**config.mk**
```make
export PLATFORM = sky130hd
export DESIGN_NAME = jrr_redirect
export DESIGN_NICKNAME = d
export VERILOG_FILES = /design/src/core/jrr_pkg.sv /design/src/core/jrr_target_calc.sv /design/src/core/jrr_redirect.sv
export SDC_FILE = /design/constraint.sdc
export NUM_CORES = 1
export LEC_CHECK = 0
export BUFFER_PORTS_ARGS = -buffer_cell sky130_fd_sc_hd__buf_2
export CORE_ASPECT_RATIO = 0.7
export CORE_MARGIN = 1.5
export CORE_UTILIZATION = 35
export CTS_BUF_LIST = sky130_fd_sc_hd__clkbuf_16
export CTS_CLUSTER_DIAMETER = 60
export DETAILED_ROUTE_END_ITERATION = 10
export GPL_TIMING_DRIVEN = 0
export HOLD_SLACK_MARGIN = 0.02
export PLACE_DENSITY = 0.69
export SKIP_LAST_GASP = 1
export SYNTH_ARGS = -nofsm -noshare
export SYNTH_HDL_FRONTEND = slang
export SYNTH_HIERARCHICAL = 1
export SYNTH_SLANG_ARGS = --single-unit
```
**constraint.sdc**
```tcl
create_clock -name clk -period 3 [get_ports clk]
set_input_delay 0.15 -clock clk [delete_from_list [all_inputs] [get_ports clk]]
set_output_delay 0.15 -clock clk [all_outputs]
set_load 0.02 [all_outputs]
```
**src/core/jrr_pkg.sv**
```systemverilog
// Purpose: shared constants for the register-jump redirect block
// Assumes: 32-bit instruction words, 64-bit general registers
// Notes:   field positions and opcodes are named here, never bare in logic
`default_nettype none
package jrr_pkg;
    // ------------------------------------------------------------
    // instruction fields
    // ------------------------------------------------------------
    localparam int unsigned OP_HI     = 31;
    localparam int unsigned OP_LO     = 26;
    localparam int unsigned FUNCT_HI  = 5;
    localparam int unsigned FUNCT_LO  = 0;
    localparam int unsigned SRC_HI    = 25;
    localparam int unsigned SRC_LO    = 21;
    localparam int unsigned INDEX_HI  = 25;
    localparam int unsigned INDEX_LO  = 0;
    localparam int unsigned BARRIER_B = 10;
    localparam int unsigned REGION_LO = 28;
    localparam int unsigned INDEX_W   = 26;

    // ------------------------------------------------------------
    // encodings
    // ------------------------------------------------------------
    localparam logic [5:0] MAJOR_GROUP_OP = 6'h00;
    localparam logic [5:0] REG_JUMP_FUNCT = 6'h08;
    localparam logic [5:0] REGION_JX_OP   = 6'h1D;
    localparam logic [1:0] ALIGN_ZERO     = 2'h0;
    localparam logic [1:0] HALF_MISALIGN  = 2'h2;
    localparam logic [2:0] WORD_BYTES     = 3'h4;

    // ------------------------------------------------------------
    // sequencer states, one-hot
    // ------------------------------------------------------------
    typedef enum logic [1:0] {
        JRR_IDLE      = 2'b01,
        JRR_WAIT_SLOT = 2'b10
    } jrr_state_t;
endpackage
`default_nettype wire

```
**src/core/jrr_target_calc.sv**
```systemverilog
// Purpose: combinational jump target and mode computation
// Assumes: src_data was read in the jump's own cycle
// Notes:   alignment fault is only computed here, raised later at fetch
`default_nettype none
module jrr_target_calc
    import jrr_pkg::*;
#(
    parameter int unsigned GPRLEN = 64
) (
    input  wire logic [31:0]       instr,
    input  wire logic [GPRLEN-1:0] src_data,
    input  wire logic [GPRLEN-1:0] slot_pc,
    input  wire logic              compressed_isa_present,
    input  wire logic              isa_mode,
    input  wire logic              is_region,
    output logic      [GPRLEN-1:0] target,
    output logic                   target_mode,
    output logic                   target_misaligned
);
    // ------------------------------------------------------------
    // target forming
    // ------------------------------------------------------------
    wire logic [GPRLEN-1:0] region_tgt;
    wire logic [GPRLEN-1:0] reg_tgt;
    wire logic              reg_mode;

    // upper bits from the delay slot address, so the last word of a region
    // lands in the next region
    assign region_tgt = {slot_pc[GPRLEN-1:REGION_LO], instr[INDEX_HI:INDEX_LO], ALIGN_ZERO};
    // bit zero dropped into the mode bit when a compressed set exists
    assign reg_tgt  = compressed_isa_present ? {src_data[GPRLEN-1:1], 1'b0} : src_data;
    assign reg_mode = compressed_isa_present ? src_data[0] : isa_mode;

    assign target      = is_region ? region_tgt : reg_tgt;
    assign target_mode = is_region ? ~isa_mode : reg_mode;

    // with a compressed set bit zero is already cleared, so it alone never faults
    // full word alignment without a compressed set else 1-0 pattern
    assign target_misaligned = is_region ? 1'b0 :
                               compressed_isa_present ? (reg_tgt[1:0] == HALF_MISALIGN) :
                                                        (reg_tgt[1:0] != ALIGN_ZERO);
endmodule
`default_nettype wire

```
**src/core/jrr_redirect.sv**
```systemverilog
// Purpose: program counter redirect for register and region jumps
// Assumes: decode presents one instruction per issue_valid pulse
// Notes:   redirect waits for the delay slot to issue; outputs are flops
//          one jump in flight; a jump offered while busy is dropped
`default_nettype none
// Function
// - region target: upper PC, index, two zeros
// - region jump inverts instruction set select
// - upper bits taken from delay slot address
// - delay slot executes before target fetch
// - register read at jump, PC applied later
// - compressed set: clear bit zero, copy mode
// - compressed set: register bit zero never faults alone
// - no compressed set: low bits fault at fetch
// - compressed set: pattern 1-0 faults at fetch
// - decode group 000000, funct 001000, bit10 barrier
// - barrier clears hazards from target fetch on
// - barrier accepted in every operating mode
// - delay slot hazards stay uncleared
// - only barrier, exception return or reset clear
module jrr_redirect
    import jrr_pkg::*;
#(
    parameter int unsigned GPRLEN = 64
) (
    input  wire logic              clk,
    input  wire logic              rst_n,
    input  wire logic              issue_valid,
    input  wire logic [31:0]       issue_instr,
    input  wire logic [GPRLEN-1:0] issue_pc,
    input  wire logic [GPRLEN-1:0] src_reg_data,
    input  wire logic              slot_issue,
    input  wire logic              compressed_isa_present,
    input  wire logic              hazard_raise,
    input  wire logic              exception_return_clear,
    output logic      [4:0]        src_reg_addr,
    output logic                   redirect_valid,
    output logic      [GPRLEN-1:0] redirect_pc,
    output logic                   flush_seq,
    output logic                   fetch_addr_err,
    output logic                   instruction_set_select,
    output logic                   hazard_clear_action,
    output logic                   hazard_pending,
    output logic                   jump_busy
);
    // ------------------------------------------------------------
    // decode
    // ------------------------------------------------------------
    wire logic              is_reg_jump;
    wire logic              is_region;
    wire logic              is_barrier;
    wire logic              take_jump;
    wire logic [GPRLEN-1:0] slot_pc;
    wire logic [GPRLEN-1:0] calc_target;
    wire logic              calc_mode;
    wire logic              calc_misaligned;

    // limitation: neither the zero field above the hint nor the low hint bits
    // are checked, so a malformed word still jumps; the trade is a smaller
    // decoder against having no reserved-instruction path in this block,
    // which is left to the main decoder
    // any hint is accepted; zero is default handling, bit 10 marks the barrier.
    // no privilege input exists, so the barrier is legal in all modes
    assign is_reg_jump = (issue_instr[OP_HI:OP_LO] == MAJOR_GROUP_OP) &&
                         (issue_instr[FUNCT_HI:FUNCT_LO] == REG_JUMP_FUNCT);
    assign is_region   = (issue_instr[OP_HI:OP_LO] == REGION_JX_OP);
    assign is_barrier  = is_reg_jump && issue_instr[BARRIER_B];
    // delay slot address; its upper bits give the region target
    assign slot_pc     = issue_pc + GPRLEN'(WORD_BYTES);

    // sequencer state, one-hot
    jrr_state_t state_reg;
    jrr_state_t state_next;

    // a jump in a delay slot is unpredictable, so it is simply ignored
    assign take_jump = issue_valid && (is_reg_jump || is_region) && (state_reg == JRR_IDLE);

    // target, mode and alignment worked out from the jump cycle's operands
    jrr_target_calc #(
        .GPRLEN(GPRLEN)
    ) jrr_target_calc_inst (
        .instr                  (issue_instr),
        .src_data               (src_reg_data),
        .slot_pc                (slot_pc),
        .compressed_isa_present (compressed_isa_present),
        .isa_mode               (instruction_set_select),
        .is_region              (is_region),
        .target                 (calc_target),
        .target_mode            (calc_mode),
        .target_misaligned      (calc_misaligned)
    );

    // ------------------------------------------------------------
    // held jump state
    // ------------------------------------------------------------
    // one jump in flight: its target, mode, fault and barrier flag wait here
    logic [GPRLEN-1:0] tgt_reg;
    logic              mode_reg;
    logic              misal_reg;
    logic              barrier_reg;
    logic              older_haz_reg;
    logic              slot_haz_reg;

    // the slot's issue releases the held jump; a stalled slot just waits
    wire logic redirect_now;
    assign redirect_now = (state_reg == JRR_WAIT_SLOT) && slot_issue;

    // sequencer: wait for the delay slot, then steer fetch
    always_comb begin
        state_next = state_reg;
        unique case (state_reg)
            JRR_IDLE:      if (take_jump) state_next = JRR_WAIT_SLOT;
            JRR_WAIT_SLOT: if (slot_issue) state_next = JRR_IDLE;
            default:       state_next = JRR_IDLE;
        endcase
    end

    // target captured in the jump cycle, so a slot write cannot move it
    always_ff @(posedge clk or negedge rst_n) begin
        if (!rst_n) begin
            state_reg   <= JRR_IDLE;
            tgt_reg     <= '0;
            mode_reg    <= 1'b0;
            misal_reg   <= 1'b0;
            barrier_reg <= 1'b0;
        end else begin
            state_reg <= state_next;
            if (take_jump) begin
                tgt_reg     <= calc_target;
                mode_reg    <= calc_mode;
                misal_reg   <= calc_misaligned;
                barrier_reg <= is_barrier;
            end
        end
    end

    // ------------------------------------------------------------
    // hazard tracking
    // ------------------------------------------------------------
    // two trackers: older hazards, which a barrier clears, and slot hazards,
    // which only age into older ones once the redirect has gone by
    wire logic barrier_fire;
    wire logic slot_phase;
    wire logic slot_to_older;
    wire logic older_next;
    wire logic slot_next;
    wire logic pending_next;

    assign barrier_fire = redirect_now && barrier_reg;
    assign slot_phase   = (state_reg == JRR_WAIT_SLOT);
    // hazards raised in the slot, the redirect cycle included, join the older
    // ones after the barrier has passed, so it never clears them
    assign slot_to_older = redirect_now && (slot_haz_reg || hazard_raise);
    // older hazards cleared by a barrier or exception return; a raise in that
    // same cycle from outside the slot survives, since set beats clear
    assign older_next = (hazard_raise && !slot_phase) ||
                        (older_haz_reg && !barrier_fire && !exception_return_clear) ||
                        slot_to_older;
    // slot hazards are kept apart while the jump waits
    assign slot_next  = slot_phase && !redirect_now && (slot_haz_reg || hazard_raise);
    // pending mirrors the next state of both trackers so it is a plain flop
    assign pending_next = older_next || slot_next;

    // hazard trackers
    always_ff @(posedge clk or negedge rst_n) begin
        if (!rst_n) begin
            older_haz_reg <= 1'b0;
            slot_haz_reg  <= 1'b0;
        end else begin
            older_haz_reg <= older_next;
            slot_haz_reg  <= slot_next;
        end
    end

    // ------------------------------------------------------------
    // registered outputs toward fetch
    // ------------------------------------------------------------
    // redirect, flush and fault appear together so the fault lands on the
    // target fetch, not on the jump
    always_ff @(posedge clk or negedge rst_n) begin
        if (!rst_n) begin
            redirect_valid <= 1'b0;
            flush_seq      <= 1'b0;
            fetch_addr_err <= 1'b0;
        end else begin
            redirect_valid <= redirect_now;
            flush_seq      <= redirect_now;
            fetch_addr_err <= redirect_now && misal_reg;
        end
    end

    // target and mode change only on a redirect and hold until the next one;
    // the mode bit feeds back into the calculator for region jumps
    always_ff @(posedge clk or negedge rst_n) begin
        if (!rst_n) begin
            redirect_pc            <= '0;
            instruction_set_select <= 1'b0;
        end else if (redirect_now) begin
            redirect_pc            <= tgt_reg;
            instruction_set_select <= mode_reg;
        end
    end

    // ------------------------------------------------------------
    // registered status toward decode and register file
    // ------------------------------------------------------------
    // barrier clearing shows with the redirect, so fetch and decode of the
    // target see clean state
    always_ff @(posedge clk or negedge rst_n) begin
        if (!rst_n) begin
            hazard_clear_action <= 1'b0;
            hazard_pending      <= 1'b0;
            jump_busy           <= 1'b0;
            src_reg_addr        <= '0;
        end else begin
            hazard_clear_action <= barrier_fire;
            hazard_pending      <= pending_next;
            jump_busy           <= (state_next == JRR_WAIT_SLOT);
            src_reg_addr        <= issue_instr[SRC_HI:SRC_LO];
        end
    end
endmodule
`default_nettype wire

```
Yosys cells after proc, flatten, opt, wreduce, memory -nomap -nowiden
Cells that the tools add are included.
Word-level totals
  word-level logic and storage cells: 56
  input port bits: 167
  output and inout bits: 76
  bits in registers: 146
Operators by class
  bitwise operators: 1
  multiplexer cells: 9
  reduce and logical (&&, ||, !) cells: 24
  add/sub/neg operators: 1
  eq/ne operators: 6
Operators with widths (count)
  $add 64x3->64 const B: 1
  $mux 64: 1
  $logic_and 1x1->1: 13
  $eq 2x2->1 const B: 3
  $eq 6x4->1 const B: 1
  $eq 6x5->1 const B: 1
  $logic_not 6->1: 1
  $logic_or 1x1->1: 5
  $mux 1: 5
  $logic_not 1->1: 4
  $mux 2: 2
  $pmux 2 s2: 1
  $eq 2x1->1 const B: 1
  $reduce_bool 2->1: 1
  $not 1->1: 1

Depth between registers and ports, before layout
Gate-level depths: netlist of the first run.
  depth after elaboration: 9
  mapped depth: 8
  depth with buffers taken out: 8

Modules after synthesis
Netlist of the first run, hierarchy kept.
Modules (own cells, without submodules)
  jrr_redirect: sequential area each 3654.8 µm², cells each 529, area each 6722.7 µm², instances 1
  jrr_target_calc: sequential area each 0.0 µm², cells each 76, area each 942.2 µm², instances 1

Least setup slack after synthesis of the first run
No wires, ideal clock.
  path type: register to register
  from: reg state_reg[0]
  to: reg redirect_pc[34]
  required time: 2875 ps
  cell stages (with the launch flop): 7
  period minus slack after synthesis: 2089 ps
  buffers on the path: 2
  setup slack: 911 ps
  library setup time: 125 ps
  data arrival time: 1964 ps
  cell sequence: dfstp_2 inv_1 ha_1 nand2_1 clkbuf_1 buf_1 mux2_2
Between the ends
  longest elaborated chain between the ends: 2
Ends and longest elaborated chain
  start: declaration: line jrr_redirect.sv:72  | jrr_state_t state_reg;
  start signal: assignment: line jrr_redirect.sv:127  | state_reg <= state_next;
  $eq 2x2->1: line jrr_redirect.sv:106  | assign redirect_now = (state_reg == JRR_WAIT_SLOT) && slot_issue;
  $logic_and 1x1->1: line jrr_redirect.sv:106
  end signal: assignment: line jrr_redirect.sv:199  | redirect_pc <= tgt_reg;
  end: declaration: line jrr_redirect.sv:38  | output logic [GPRLEN-1:0] redirect_pc,
No other way between the ends.
A chain may end at the register's enable or synchronous reset.

Worst setup path after layout of the first run
  from: reg state_reg[0]
  to: reg redirect_pc[45]
Same word-level chain as after synthesis.

==> results.cfg, run 1 <==
[pwr]
p_comb_share_pct = 11.5
power.density_nw_per_um2 = 516.1
swShare_pct = 25.76
power_mw = 4.913
seqPwrFrac_pct = 45.4
internal_power_mw = 3.648
ir_worst_vdd_uv = 297.5
clock_power_share_pct = 43.1
switchingPower_mw = 1.266
p_leak_nw = 4.985

[hold_path]
hold_path_end = older_haz_reg
hold_start = exception_return_clear
min_path_cells = 3
holdCritPathClass = input port to register

[cts]
clk-insertion-delay-late_ps = 420
numCtsBuffers = 17
cts_root_buf = clkbuf_16
cts_tree = done
clk_pin_slew_ps = 70
h-tree-depth = 4
cts.path.max_buffers = 2
numClockSinks = 146
post_cts_buffers = 0

[worst_setup_path]
r2r-start = state_reg[0]
rrSetupSlack_ps = 300
cp.required_ps = 3300
start_kind = register
criticalPathCategory = register to register
crit_fanout = 10
endpoint_kind = register
arrival_ps = 3000
r2r-end = redirect_pc[45]
r2r_cells = 6

[global_route]
antenna_found_initial = 0
grt_pass1_wl_mm = 27.78
grt_start_max_net_pins = 91
grt_usage_pct = 16.82
grt_pass1_vias = 5159
grt-ovfl-total = 0

[placement]
place.gp.congestion = 0.7832
portBuffers = 240
hpwl_mm = 13.34
dp_slack_ps = 107.5
dpl.cell_count = 1055
place_area_um2 = 8856

[logic_synthesis]
synth_nets = 714
netlist_instances = 544
synth.avg_cell_area_um2 = 13.39
synth_warnings = 6
netlist_area_um2 = 7283

[floorplanning]
dieArea_um2 = 21700
rows = 43
pin_count = 243
die_x_um = 175.4
core_area_um2 = 20120
initial_utilization_pct = 36.20
die_y_um = 123.7

[sta]
final.setup.tns_ps = 0
slew_violations = 0
worstMarginPinSlew_ps = 753.6
holdWs_ps = 50.80
rsz0062_at_grt = no
finalSetupViolCount = 0
relSlewSlack_pct = 49.05
hold_viol = 0
finalClockSkew_ps = 9.120
max_freq_mhz = 370.0
finalCritPeriodShare_pct = 90.09
post-route-min-period_ps = 2703
fin_ws_ps = 297.4

[layout]
fin_util_pct = 47.31
n_fill_cell = 1878
finalInstanceArea_um2 = 9520
drive_above_1_share_pct = 60.73
fin_nets = 982
insertedDiodeCount = 0
stdcell_count = 1095
syn2layout_area_growth_pct = 30.72

[routing]
initialDrtViolationCount = 221
routed_wl_mm = 17.66
drc = 0
vias = 5168
antenna_left = 0
dr.pass1.iters = 4
avgViaCountPerCell = 4.720
wl_per_cell_um = 16.13

[job]
drv_cap = 0

[status]
status = completed
[worst max-delay path: stages (launching register included)]
cell	delay [ps]
dfstp_2	550
inv_1	50
ha_1	280
nand2_1	220
clkbuf_1	540
buf_1	540
mux2_2	400
[repair_timing]
item | 4_1_cts | 5_1_grt
resized for setup | 0 | 1
hold buffers | 8 | 0
setup endpoints to repair | 0 | 4
endpoints found under the hold margin | 64 | 0
[worst max-delay path by stage]
| stage | from | end | slack (ps) | cells past startpoint |
|---|---|---|---|---|
| 3_5_place_dp | state_reg[0] | redirect_pc[55] | 110 | 6 |
| 6_report | state_reg[0] | redirect_pc[45] | 300 | 6 |
| 2_1_floorplan | state_reg[0] | redirect_pc[34] | 910 | 6 |
| 4_1_cts | state_reg[0] | redirect_pc[55] | 90 | 6 |
| 3_3_place_gp | rst_n | redirect_pc[19] | -420 | 1 |
| 5_1_grt | state_reg[0] | redirect_pc[53] | 20 | 6 |
[placed cells by master, fill, tap and decap left out, types with 2 or more instances in the layout]
| master | instances |
|---|---|
| clkbuf_16 | 17 |
| dfrtp_1 | 145 |
| clkinvlp_4 | 2 |
| mux2_4 | 36 |
| inv_8 | 3 |
| inv_1 | 15 |
| nand4_1 | 11 |
| xor2_1 | 20 |
| clkinv_4 | 2 |
| nor4_1 | 5 |
| buf_1 | 2 |
| and3_1 | 3 |
| nand3_2 | 2 |
| nand2_1 | 17 |
| o21ai_0 | 3 |
| nor3_1 | 12 |
| buf_2 | 249 |
| nand3_1 | 19 |
| nor4_4 | 2 |
| mux2i_1 | 2 |
| xnor2_1 | 16 |
| nor3_2 | 3 |
| ha_1 | 3 |
| clkbuf_1 | 4 |
| inv_6 | 7 |
| buf_6 | 6 |
| dlygate4sd3_1 | 8 |
| nor2_1 | 26 |
| a21oi_1 | 4 |
| nand4_2 | 3 |
| mux2_2 | 157 |
| nor4_2 | 3 |
[power by group through the flow]
stage	Sequential, mW	Combinational [mW]	Clock (mW)
3_5_place_dp	2.27	0.561	0
4_1_cts	2.23	0.571	2.19
5_1_grt	2.26	0.626	2.27
2_1_floorplan	2.26	0.300	0
3_3_place_gp	2.26	0.540	0
6_report	2.23	0.564	2.12
[metal layers]
layer | track usage (%) | routed length (µm)
met1 | 23.62 | 8653
met5 | 0 | 0
met4 | 5.502 | 228
met2 | 25.25 | 7750
met3 | 4.426 | 1029
[final cells by class]
type / instances / area, µm² / share of cell area, %
Clock buffer: 17 / 425.4 / 4.468
Clock inverter: 15 / 157.7 / 1.656
Multi-Input combinational cell: 360 / 3432 / 36.05
Buffer: 23 / 141.4 / 1.485
Inverter: 15 / 56.30 / 0.5914
Timing Repair Buffer: 249 / 1315 / 13.81
Sequential cell: 146 / 3655 / 38.39
Tap cell: 270 / 337.8 / 3.548
No activity file was read; power rests on OpenSTA's default activity.
==> run 2, diff against run 1 <==
CTS_BUF_LIST = sky130_fd_sc_hd__clkbuf_4 sky130_fd_sc_hd__clkbuf_8   (was sky130_fd_sc_hd__clkbuf_16)
==> results.cfg, run 2 (synthesis results as in run 1) <==
[sta]
max_freq_mhz = 369.7
fin_ws_ps = 294.9
rsz0062_at_grt = no
finalCritPeriodShare_pct = 90.17
post-route-min-period_ps = 2705
slew_violations = 0
finalClockSkew_ps = 18.42
finalSetupViolCount = 0
final.setup.tns_ps = 0
holdWs_ps = 46.85
worstMarginPinSlew_ps = 743.3
relSlewSlack_pct = 49.75
hold_viol = 0

[worst_setup_path]
start_kind = register
worst_path_max_delay_cell = dfstp_2
crit_chain = inv_1 -> ha_1 -> nand2_1 -> clkbuf_1 -> buf_1 -> mux2_2
cp.required_ps = 3330
criticalPathCategory = register to register
cpPeakStageDelay_ps = 560
crit_fanout = 10
rrSetupSlack_ps = 290
arrival_ps = 3040
endpoint_kind = register

[layout]
stdcell_count = 1108
n_fill_cell = 1886
fin_util_pct = 47.01
fin_nets = 995
drive_above_1_share_pct = 59.79
regArea_um2 = 3655
syn2layout_area_growth_pct = 29.87
layout_common_cells = buf_2 (249), mux2_2 (157), dfrtp_1 (145)
mostFrequentLayoutCell = buf_2
multi_input_area_um2 = 3432
insertedDiodeCount = 0

[status]
status = completed

[cts]
cts.path.max_buffers = 2
numCtsBuffers = 17
cts_tree = done
cts_root_buf = clkbuf_8
clk-insertion-delay-late_ps = 460
h-tree-depth = 4
clk_pin_slew_ps = 100
numClockSinks = 146

[floorplanning]
core_area_um2 = 20120
die_y_um = 123.7
dieArea_um2 = 21700
pin_count = 243
rows = 43
initial_utilization_pct = 36.20
die_x_um = 175.4

[global_route]
grt_start_max_net_pins = 91
antenna_found_initial = 0
grt_pass1_vias = 5227
grt_usage_pct = 16.86
grt-ovfl-total = 0
grt_pass1_wl_mm = 27.88

[routing]
vias = 5227
initialDrtViolationCount = 191
drc = 0
routed_wl_mm = 17.74
dr.pass1.iters = 4
wl_per_cell_um = 16.01
antenna_left = 0
avgViaCountPerCell = 4.718

[placement]
place.gp.congestion = 0.7832
portBuffers = 240
hpwl_mm = 13.34
dp_slack_ps = 107.5
dpl.cell_count = 1055

[job]
drv_cap = 0

[pwr]
power.density_nw_per_um2 = 462.5
ir_worst_vdd_uv = 171.8
p_leak_nw = 4.952

[hold_path]
holdCritPathClass = input port to register
-- run 2: cell type report --
class,count,share of cell area (%)
inverter,15,0.5952
clock inverter,15,1.667
timing repair buffer,262,15.28
tap,270,3.571
sequential,146,38.64
buffer,23,1.495
clock buffer,17,2.474
multi-input combinational,360,36.28
-- run 2: path summary, 6_finish.rpt --
| check | from | to | depth (start not counted) |
|---|---|---|---|
| setup / recovery | state_reg[0] | redirect_pc[43] | 6 |
| setup reg to reg | state_reg[0] | redirect_pc[43] | 6 |
| min in group asynchronous | rst_n | tgt_reg[52] | 2 |
| max in group asynchronous | rst_n | state_reg[0] | 3 |
| hold / removal | src_reg_data[49] | tgt_reg[49] | 3 |
| hold reg to reg | redirect_pc[53] | redirect_pc[53] | 1 |
-- run 2: stage by stage --
step / total power, mW / cell area, µm²
floorplan: 2.564 / 7283
global placement: 2.803 / 8822
detailed placement: 2.832 / 8856
CTS: 4.429 / 9448
global route: 4.606 / 9459
finish: 4.374 / 9459
-- run 2: critical path: cells and delay by family (launching register included) --
family	cells	cell delay, ps
adders and majority gates	1	280
muxes	1	400
buffers and inverters	3	1130
DFF	1	560
and+or+nand+nor	1	220
-- run 2: report_power, final --
group | switching (mW) | total (mW) | internal, mW | leakage, nW
Combinational | 0.247 | 0.576 | 0.329 | 2.77
Sequential | 0.0850 | 2.23 | 2.14 | 1.99
Clock | 0.876 | 1.57 | 0.693 | 0.195
-- run 2: metal layers --
metal / vias to the layer above / share of wire, % / wire length [µm] / track usage, %
li1: 2497 / - / - / -
met1: 2563 / 49 / 8743 / 23.54
met2: 150 / 44 / 7778 / 25.47
met3: 17 / 5.4 / 956 / 4.457
met4: 0 / 1.5 / 265 / 5.556
met5: - / 0 / 0 / 0
-- run 2: what timing repair did --
action / CTS / global route
buffers inserted: 0 / 0
endpoints found under the setup margin: 0 / 8
hold buffers: 20 / 1
gates resized for setup: 0 / 1
hold endpoints to repair: 73 / 1
==> run 3, diff against run 2 <==
ABC_AREA = 1   (was not set)
GPL_TIMING_DRIVEN = not set   (was 0)
==> results.cfg, run 3 <==
[status]
status = completed

[sta]
slew_violations = 0
max_freq_mhz = 468.4
finalClockSkew_ps = 15.26
final.setup.tns_ps = 0
post-route-min-period_ps = 2135
finalCritPeriodShare_pct = 71.17
relSlewSlack_pct = 46.71
rsz0062_at_grt = no
holdWs_ps = 46.17
finalSetupViolCount = 0
hold_viol = 0
worstMarginPinSlew_ps = 799.3

[cts]
numClockSinks = 146
clk-insertion-delay-late_ps = 440
clk_pin_slew_ps = 90
post_cts_buffers = 0
cts_tree = done
cts.path.max_buffers = 2
cts_resized = 0
cts_root_buf = clkbuf_8
h-tree-depth = 4
numCtsBuffers = 17
cts_hold_buffers = 14

[global_route]
antenna_found_initial = 3
grt-ovfl-total = 0
grt_pass1_wl_mm = 40.17
grt_pass1_vias = 7558
grt_start_max_net_pins = 81
grt_usage_pct = 21.69

[layout]
mostFrequentLayoutCell = nand2_1
layout_common_cells = nand2_1 (543), buf_2 (239), dfrtp_1 (145)
drive_above_1_share_pct = 21.62
syn2layout_area_growth_pct = 25.19
fin_nets = 1606
n_fill_cell = 2411
fin_util_pct = 44.91

[logic_synthesis]
netlist_area_um2 = 8157
netlist_instances = 1195
synth_warnings = 6
synth_nets = 1365
synth.avg_cell_area_um2 = 6.826

[routing]
antenna_left = 0
routed_wl_mm = 25.57
initialDrtViolationCount = 672
vias = 8148
dr.pass1.iters = 5
drc = 0
avgViaCountPerCell = 4.624
wl_per_cell_um = 14.51

[worst_setup_path]
start_kind = register
worst_path_max_delay_cell = dfstp_2
endpoint_kind = register
crit_family = simple AND/OR/NAND/NOR gates
crit_chain = inv_1 -> ha_1 -> nand2_4 -> clkinv_1 -> a21oi_1 -> o22ai_1 -> or2_2
crit_fanout = 53
criticalPathCategory = register to register
arrival_ps = 2450
r2r_cells = 7
r2r-start = state_reg[0]
r2r-end = hazard_pending
cpPeakStageDelay_ps = 560
critPathBufInv = 2
rrSetupSlack_ps = 860
cp.required_ps = 3320

[floorplanning]
die_x_um = 185.5
pin_count = 243
dieArea_um2 = 24240
die_y_um = 130.7
rows = 46
core_area_um2 = 22730
initial_utilization_pct = 35.88

[placement]
place.gp.congestion = 0.9649
hpwl_mm = 19.45
portBuffers = 240

[pwr]
power_mw = 4.980
p_leak_nw = 5.761
power.density_nw_per_um2 = 487.7
ir_worst_vdd_uv = 291.8

[hold_path]
hold_path_end = tgt_reg[19]
min_path_cells = 5
hold_start = src_reg_data[19]
holdCritPathClass = input port to register

[job]
drv_cap = 0
==> run 3: worst min-delay path, cell delays in order <==
cell,delay [ps]
buf_2,70
nand2_1,40
nand2_1,50
nor2_1,40
a21oi_1,100
==> run 3: worst max-delay path by stage <==
stage,startpoint,endpoint,slack (ps),depth (start not counted)
final,state_reg[0],hazard_pending,860,7
after global routing,state_reg[0],hazard_pending,680,7
after CTS,state_reg[0],hazard_pending,840,7
after detailed placement,state_reg[0],hazard_pending,860,7
after global placement,state_reg[0],hazard_pending,900,7
after floorplan,state_reg[0],hazard_pending,1300,7
==> run 3: layer usage <==
| layer | track usage, % | wire length (µm) | up-vias |
|---|---|---|---|
| met4 | 3.730 | 175 | 2 |
| met2 | 31.81 | 10430 | 240 |
| li1 | - | - | 4164 |
| met3 | 4.933 | 1897 | 14 |
| met5 | 0 | 12 | - |
| met1 | 32.74 | 13050 | 3728 |
==> run 3: cell type report <==
| class | count | area (µm²) | area share [%] |
|---|---|---|---|
| clock inverter | 13 | 185.2 | 1.814 |
| sequential | 146 | 3655 | 35.79 |
| inverter | 104 | 390.4 | 3.823 |
| tap | 312 | 390.4 | 3.823 |
| multi-input combinational | 901 | 3869 | 37.89 |
| clock buffer | 18 | 241.5 | 2.365 |
| timing repair buffer | 266 | 1475 | 14.45 |
| antenna | 2 | 5.005 | 0.04901 |
==> run 3: power breakdown <==
part	switching, mW	internal (mW)
Combinational	0.582	0.336
Sequential	0.122	2.23
Clock	0.797	0.915
==> run 3: per-stage QoR <==
| step | instance area [µm²] | setup slack (ps) | std cells |
|---|---|---|---|
| 2_1_floorplan | 8157 | 1302 | 1195 |
| 3_5_place_dp | 9639 | 860.3 | 1715 |
| 5_1_grt | 10210 | 683.1 | 1760 |
| 4_1_cts | 10210 | 837.2 | 1760 |
| 6_report | 10210 | 865.0 | 1762 |
| 3_3_place_gp | 9639 | 897.6 | 1715 |
